$ cat config.mk
export PLATFORM = sky130hd
export DESIGN_NAME = sleep_clock_gating_ctrl
export DESIGN_NICKNAME = d
export VERILOG_FILES = /design/src/clk_gate_pkg.sv /design/src/gate_mode_select.sv /design/src/sleep_clock_gating_ctrl.sv
export SDC_FILE = /design/constraint.sdc
export NUM_CORES = 1
export LEC_CHECK = 0
export ABC_AREA = 1
export BUFFER_PORTS_ARGS = -buffer_cell sky130_fd_sc_hd__buf_2
export CAP_MARGIN = 40
export CELL_PAD_IN_SITES_DETAIL_PLACEMENT = 1
export CELL_PAD_IN_SITES_GLOBAL_PLACEMENT = 1
export CORE_MARGIN = 2
export CORE_UTILIZATION = 25
export CTS_CLUSTER_SIZE = 24
export DETAILED_ROUTE_END_ITERATION = 6
export PLACE_DENSITY = 0.73
export SLEW_MARGIN = 20
export SYNTH_ARGS = -nofsm -noshare
export SYNTH_HDL_FRONTEND = slang
export SYNTH_SLANG_ARGS = --single-unit
$ cat constraint.sdc
create_clock -name SYS_CLK -period 3.45 [get_ports SYS_CLK]
set_input_delay 0.69 -clock SYS_CLK [delete_from_list [all_inputs] [get_ports SYS_CLK]]
set_output_delay 0.69 -clock SYS_CLK [all_outputs]
set_load 0.05 [all_outputs]
$ cat src/clk_gate_pkg.sv
// Constants, types and helpers for the sleep clock gating controller
// ==========================================================================
// ==========================================================================
package clk_gate_pkg;
  // ========================================================================
  // Register offsets (byte addresses)
  localparam logic [11:0] OFF_RUN_CFG = 12'h060;
  localparam logic [11:0] OFF_RUN_GATE = 12'h100;
  localparam logic [11:0] OFF_SLEEP_GATE = 12'h110;
  localparam logic [11:0] OFF_DEEP_GATE = 12'h120;
  localparam logic [11:0] OFF_IRQ_STATUS = 12'h130;
  localparam logic [11:0] OFF_IRQ_ENABLE = 12'h134;
  localparam logic [11:0] OFF_IRQ_CLEAR = 12'h138;
  // ========================================================================
  // Field layout of the gating registers
  localparam int BIT_WDOG = 3;
  localparam int BIT_HIB = 6;
  localparam int BIT_RATE_LO = 8;
  localparam int BIT_RATE_HI = 9;
  localparam int BIT_ADC = 16;
  localparam int BIT_CAN = 24;
  localparam int BIT_ACG = 27;
  localparam int N_UNITS = 4;
  // Unit index to register bit: watchdog, hibernate, ADC, CAN
  localparam int UNIT_POS [0:3] = '{BIT_WDOG, BIT_HIB, BIT_ADC, BIT_CAN};
  localparam logic [31:0] GATE_WMASK = 32'h0101_0348;
  localparam logic [31:0] GATE_RST = 32'h0000_0040;
  localparam logic [31:0] CFG_RST = 32'h0000_0000;
  localparam logic [1:0] RATE_500K = 2'h2;
  localparam logic [1:0] RATE_125K = 2'h0;
  // ========================================================================
  // Power modes
  typedef enum logic [1:0] {PM_RUN, PM_SLEEP, PM_DEEP} power_mode_t;
  // Unit enables carried by one gating register word
  function automatic logic [3:0] unit_en(input logic [31:0] r);
    logic [3:0] e;
    e = 4'h0;
    for (int i = 0; i < N_UNITS; i++)
      e[i] = r[UNIT_POS[i]];
    return e;
  endfunction
endpackage

$ cat src/gate_mode_select.sv
// Picks the gating register for the current power mode per unit
`timescale 1ns/1ns
module gate_mode_select
  import clk_gate_pkg::*;
#(
  parameter int UNITS = N_UNITS
)
(
  input wire clk_gate_pkg::power_mode_t mode,
  input wire logic auto_clock_gating_select,
  input wire logic [31:0] run_gate,
  input wire logic [31:0] sleep_gate,
  input wire logic [31:0] deep_gate,
  output logic [UNITS-1:0] en,
  output logic [1:0] rate
);
  // ========================================================================
  // Register choice
  logic [31:0] chosen; // Word in force for the present mode

  // Without auto gating the run register rules in every mode
  always_comb
  begin
    chosen = run_gate;
    if (auto_clock_gating_select)
    begin
      unique case (mode)
        PM_SLEEP: chosen = sleep_gate;
        PM_DEEP: chosen = deep_gate;
        PM_RUN: chosen = run_gate;
        default: chosen = run_gate; // Unused code behaves as run
      endcase
    end
  end

  // ========================================================================
  // One enable per unit
  genvar g;
  generate
    for (g = 0; g < UNITS; g++)
    begin : g_unit
      assign en[g] = chosen[UNIT_POS[g]];
    end
  endgenerate

  // Rate field of the register in force
  assign rate = chosen[BIT_RATE_HI:BIT_RATE_LO];
endmodule

$ cat src/sleep_clock_gating_ctrl.sv
// APB gating register file, mode selection and gated-access faults
`timescale 1ns/1ns
module sleep_clock_gating_ctrl
#(
  parameter logic [1:0] MAX_RATE = clk_gate_pkg::RATE_500K
)
(
  input wire logic SYS_CLK,
  input wire logic SRST,
  input wire logic CE,
  input wire logic PSEL,
  input wire logic PENABLE,
  input wire logic PWRITE,
  input wire logic [11:0] PADDR,
  input wire logic [31:0] PWDATA,
  output logic [31:0] PRDATA,
  output logic PREADY,
  output logic PSLVERR,
  input wire clk_gate_pkg::power_mode_t MODE,
  input wire logic [3:0] UNIT_REQ,
  output logic [3:0] UNIT_CLK_EN,
  output logic [3:0] UNIT_FAULT,
  output logic [1:0] ADC_RATE,
  output logic IRQ
);
  import clk_gate_pkg::*;

  // ========================================================================
  // State
  typedef struct packed {
    logic [31:0] run_gate; // Run mode gating word
    logic [31:0] sleep_gate; // Sleep mode gating word
    logic [31:0] deep_gate; // Deep-sleep gating word
    logic auto_clock_gating_select; // Auto clock gating select
    logic [3:0] irq_en; // Interrupt enables per unit
    logic [3:0] irq_stat; // Sticky fault flags per unit
    logic [31:0] rdata; // Read data held for the bus
    logic ready; // Access phase answer
    logic slverr; // Error beside the answer
    logic [3:0] clk_en; // Unit clock enables
    logic [3:0] fault; // Fault pulses to the units
    logic [1:0] rate; // ADC rate in force
    logic irq; // Interrupt level
  } state_t;

  localparam state_t RESET_STATE = '{
    run_gate: GATE_RST,
    sleep_gate: GATE_RST,
    deep_gate: GATE_RST,
    auto_clock_gating_select: CFG_RST[BIT_ACG],
    irq_en: 4'h0,
    irq_stat: 4'h0,
    rdata: 32'h0000_0000,
    ready: 1'b0,
    slverr: 1'b0,
    clk_en: unit_en(GATE_RST),
    fault: 4'h0,
    rate: GATE_RST[BIT_RATE_HI:BIT_RATE_LO],
    irq: 1'b0
  };

  state_t st; // Registered state
  state_t next_st; // Next value of the state

  // ========================================================================
  // Helpers
  logic [3:0] sel_en; // Enables for the present mode
  logic [1:0] sel_rate; // Rate for the present mode
  logic acc; // Access phase of a transfer
  logic commit; // Edge where the transfer completes
  logic hit; // Address decodes to a register
  logic [3:0] gated_req; // Requests to unclocked units
  logic [31:0] rd_word; // Read mux result

  // Keep only writable fields and cap the rate field
  function automatic logic [31:0] gate_word(input logic [31:0] w,
                                            input logic [1:0] cap);
    logic [31:0] v;
    v = w & GATE_WMASK;
    if (v[BIT_RATE_HI:BIT_RATE_LO] > cap)
      v[BIT_RATE_HI:BIT_RATE_LO] = cap;
    return v;
  endfunction

  gate_mode_select #(
    .UNITS(N_UNITS)
  ) u_sel (
    .mode(MODE),
    .auto_clock_gating_select(st.auto_clock_gating_select),
    .run_gate(st.run_gate),
    .sleep_gate(st.sleep_gate),
    .deep_gate(st.deep_gate),
    .en(sel_en),
    .rate(sel_rate)
  );

  assign acc = PSEL & PENABLE;
  assign commit = acc & st.ready;
  // Faults are judged against the enable the unit actually sees
  assign gated_req = UNIT_REQ & ~st.clk_en;

  // ========================================================================
  // Read decode
  always_comb
  begin
    hit = 1'b1;
    rd_word = 32'h0000_0000;
    unique case (PADDR)
      OFF_RUN_CFG: rd_word[BIT_ACG] = st.auto_clock_gating_select;
      OFF_RUN_GATE: rd_word = st.run_gate;
      OFF_SLEEP_GATE: rd_word = st.sleep_gate;
      OFF_DEEP_GATE: rd_word = st.deep_gate;
      OFF_IRQ_STATUS: rd_word[3:0] = st.irq_stat;
      OFF_IRQ_ENABLE: rd_word[3:0] = st.irq_en;
      OFF_IRQ_CLEAR: rd_word = 32'h0000_0000; // Write-only
      default: hit = 1'b0; // Unmapped address
    endcase
  end

  // ========================================================================
  // Next state
  // One wait state: the answer is prepared in the first access cycle so
  // that PRDATA and PREADY both come straight from flops.
  always_comb
  begin
    logic [3:0] clr;
    clr = 4'h0;
    next_st = st;
    next_st.ready = 1'b0;
    next_st.slverr = 1'b0;
    // First access cycle: load the answer
    if (acc && !st.ready)
    begin
      next_st.ready = 1'b1;
      next_st.rdata = rd_word;
      next_st.slverr = ~hit;
    end
    // Write takes effect at the completing edge only
    if (commit && PWRITE && !st.slverr)
    begin
      unique case (PADDR)
        OFF_RUN_CFG: next_st.auto_clock_gating_select = PWDATA[BIT_ACG];
        OFF_RUN_GATE: next_st.run_gate = gate_word(PWDATA, MAX_RATE);
        // Sleep word, writable fields all update together
        OFF_SLEEP_GATE:
          next_st.sleep_gate = gate_word(PWDATA, MAX_RATE);
        OFF_DEEP_GATE: next_st.deep_gate = gate_word(PWDATA, MAX_RATE);
        OFF_IRQ_ENABLE: next_st.irq_en = PWDATA[3:0];
        OFF_IRQ_CLEAR: clr = PWDATA[3:0];
        default: clr = 4'h0; // Status is read-only
      endcase
    end
    // A fault in the clearing cycle survives the clear
    next_st.irq_stat = (st.irq_stat & ~clr) | gated_req;
    next_st.fault = gated_req;
    next_st.clk_en = sel_en;
    next_st.rate = sel_rate;
    next_st.irq = |(next_st.irq_stat & next_st.irq_en);
  end

  // ========================================================================
  // State register
  // Reset wins over the clock enable so the part always comes up known
  always_ff @(posedge SYS_CLK)
  begin
    if (SRST)
      st <= RESET_STATE;
    else if (CE)
      st <= next_st;
  end

  // ========================================================================
  // Outputs
  assign PRDATA = st.rdata;
  assign PREADY = st.ready;
  assign PSLVERR = st.slverr;
  assign UNIT_CLK_EN = st.clk_en;
  assign UNIT_FAULT = st.fault;
  assign ADC_RATE = st.rate;
  assign IRQ = st.irq;
endmodule

==> metrics.md <==
| Metric | Value |
|---|---|
| Status | complete, no violations |
| Post-CTS sizing | 0 |
| Placed Cells | 565 |
| DP Area | 3060 µm² |
| Fin. Hold Viols | 0 |
| ANT cells | 0 |
| Period utilization | 0.654 |
| Initial antenna violation count | 0 |
| Clock Latency Late Sink | 0.29 ns |
| RePlAce Congestion | 0.816 |
| Hold Path Class | flop to flop |
| WP data required | 3.60 ns |
| Max-slew headroom | 0.545 |
| RSZ-0062 raised after global routing | no |
| Largest area contributor in the netlist | dfxtp_1 |
| Overall power consumption | 0.00148 W |
| Overflow after GRT | 0 |
| # Post-CTS Setup Buffers | 0 |
| Final setup fails | 0 |
| Minimum clock period | 2.25 ns |
| Synth Area in Compound Gates | 0.191 |
| Starting DRT DRC Count | 103 |
| FF-to-FF path depth | 7 |
| DR WL/cell | 14.3 µm |
| Row cnt | 39 |
| Mux share of post-synthesis cell area | 0 |
| Clock Sinks | 50 |
| Residual DRC count | 0 |
| Pwr dens | 453 nW/µm² |
| Routed Wire Length | 8220 µm |
| Largest family of logic cells by synthesized area | simple AND/OR/NAND/NOR gates |
| Max H-tree Level | 2 |
| Post-synthesis sequential area ratio | 0.346 |
| Xor/xnor share of the synthesized area | 0 |
| DPL Wire Length | 6200 µm |
| Final std cells w/o fill | 574 |
| Core Util, Final | 0.288 |
| Total of max-cap violations | 0 |
| CTS root buf | clkbuf_16 |
| Core area | 11,400 µm² |
| Synth top area cells | dfxtp_1 (35%), buf_4 (11%), nand2_1 (8.8%) |
| WHS Path Cells | 2 |
| Synth cell types | 35 |
| Total vias in the final route | 2,619 |
| Filler cells | 1,412 |
| HP Start | st[53] |
| Max VDD drop | 0.176 mV |
| Worst slew pin tran | 0.680 ns |
| Hold buffer count at cts | 0 |
| Clock Skew | 0.00812 ns |
| Worst setup EP type | flop |
| Yosys top cell area share | 0.346 |
| Drt first pass iters | 4 |
| Die height | 112 µm |
| Largest net degree at the start of global routing | 30 |
| WS Path Type | primary input to flop |
| #FFs+latches synth | 50 |
| Syn. warnings | 0 |
| Drt via density | 4.56 |
| Critical path peak fanout | 24 |
| Cells after Synth | 400 |
| Final nets | 488 |
| R2R Path End | st[127] |
| Max-slew violation count | 0 |
| Mean area per synthesized cell | 7.24 µm² |
| Vias in the first global route | 2,620 |
| Register-to-register setup slack | 1.66 ns |
| Die Span X | 112 µm |
| Layout cells sized above 1 | 0.223 |
| Final Instance Area | 3270 µm² |
| CTS max path bufs | 2 |
| First-pass GRT wire length | 13,600 µm |
| Worst-path clk slew | 0.06 ns |
| Final setup TNS | 0 ns |
| Worst path arrival time | 2.41 ns |
| DRT antenna net count | 0 |
| Initial Utilization | 0.255 |
| R2r startpoint | PREADY |
| Mapped Area | 2890 µm² |
| Port bufs | 56 |
| CTS Buf Count | 5 |
| Leak Pwr | 1.46 nW |
| Crit start category | primary input |
| All-Layer GR Usage | 0.135 |
| Synth-to-Final Area Change | 13.0% |
| Post-Synth Simple-Gate Area | 0.253 |
| I/O Pins | 101 |
| CTS tree | built |
| Hold Path Sink | PRDATA[27] |
| Adder-cell area share of the yosys netlist | 0.00865 |
| Maximum clock frequency | 444 MHz |
| Die area | 12,500 µm² |
-- placed cells by master, fill, tap and decap left out, types with 3 or more instances in the layout --
master	count
nand2_1	68
buf_2	56
dfxtp_1	50
inv_1	48
a21oi_1	31
o21ai_0	31
nor2_1	26
nand3_1	23
conb_1	22
o211ai_1	10
nor2_4	6
o221ai_1	6
inv_2	5
nand4_1	5
a31oi_1	5
clkbuf_16	5
nor2_2	3
o21ai_1	3
-- layer usage --
layer,vias to the layer above,global-route usage,share of wire
li1,1310,-,-
met1,1234,0.172,0.46
met2,69,0.230,0.47
met3,6,0.0310,0.059
met4,0,0.0321,0.010
met5,-,0,0
-- report_power, final --
group          switching, W  internal (W)  total [W]
clock              0.000220      0.000436   0.000655
combinational      0.000172     0.0000475   0.000219
sequential        0.0000130      0.000595   0.000608
total              0.000404       0.00108    0.00148
-- cell type report --
type	count	area (µm²)	area share
flip-flops and latches	50	1000	0.306
repair buffers	57	295	0.0903
clock buffers	6	139	0.0425
multi-input cells	262	1390	0.426
inverters	54	204	0.0624
well taps	143	179	0.0547
clock inverters	2	60.1	0.0184
-- cell usage after synthesis --
master     count
nand2_1       68
dfxtp_1       50
inv_1         48
buf_4         42
a21oi_1       31
o21ai_0       31
nor2_1        26
nand3_1       23
o211ai_1      10
clkbuf_1       9
nor2_4         6
o221ai_1       6
a31oi_1        5
inv_2          5
nand4_1        5
buf_2          3
nor2_2         3
o21ai_1        3
a211oi_1       2
a211oi_2       2
ha_1           2
nand2_2        2
nand2_4        2
nand3_2        2
nand4_2        2
nor3_2         2
nor3_4         2
buf_6          1
clkinv_2       1
conb_1         1
nor3_1         1
o2111ai_1      1
o211ai_2       1
o21bai_1       1
or2_4          1
-- how the worst max path moves through the flow --
stage	slack, ns	start	end	cells past startpoint
after global routing	0.94	CE	st[142]	6
after detailed placement	0.90	CE	PRDATA[9]	6
after CTS	1.16	CE	PRDATA[9]	6
final	1.20	CE	PRDATA[9]	6
after floorplan	1.65	MODE[0]	UNIT_CLK_EN[0]	7
after global placement	0.93	CE	PRDATA[24]	6
-- registers in the layout (all words and copies together), names as in the netlist --
signal	cells
st	27
PRDATA	10
UNIT_CLK_EN	4
UNIT_FAULT	4
ADC_RATE	2
IRQ	1
PREADY	1
PSLVERR	1
-- worst max-delay path, cell delays in order --
cell	delay, ns
buf_2	0.35
inv_2	0.25
nor3_4	0.63
inv_1	0.30
nand2_1	0.12
a21oi_1	0.07
-- logic make-up after synthesis --
| kind of cell | Yosys count |
|---|---|
| AO/OA/AOI/OAI | 93 |
| adder cells (fa/ha/maj) | 2 |
| buffers and inverters | 109 |
| flip-flops | 50 |
| other | 1 |
| AND/OR/NAND/NOR | 145 |
-- per-stage QoR --
stage	hold WS (ns)	setup slack (ns)
floorplan	0.434	1.65
global placement	0.454	0.925
detailed placement	0.456	0.902
CTS	0.466	1.16
global route	0.485	0.936
finish	0.466	1.20
No activity file was read; power rests on OpenSTA's default activity.
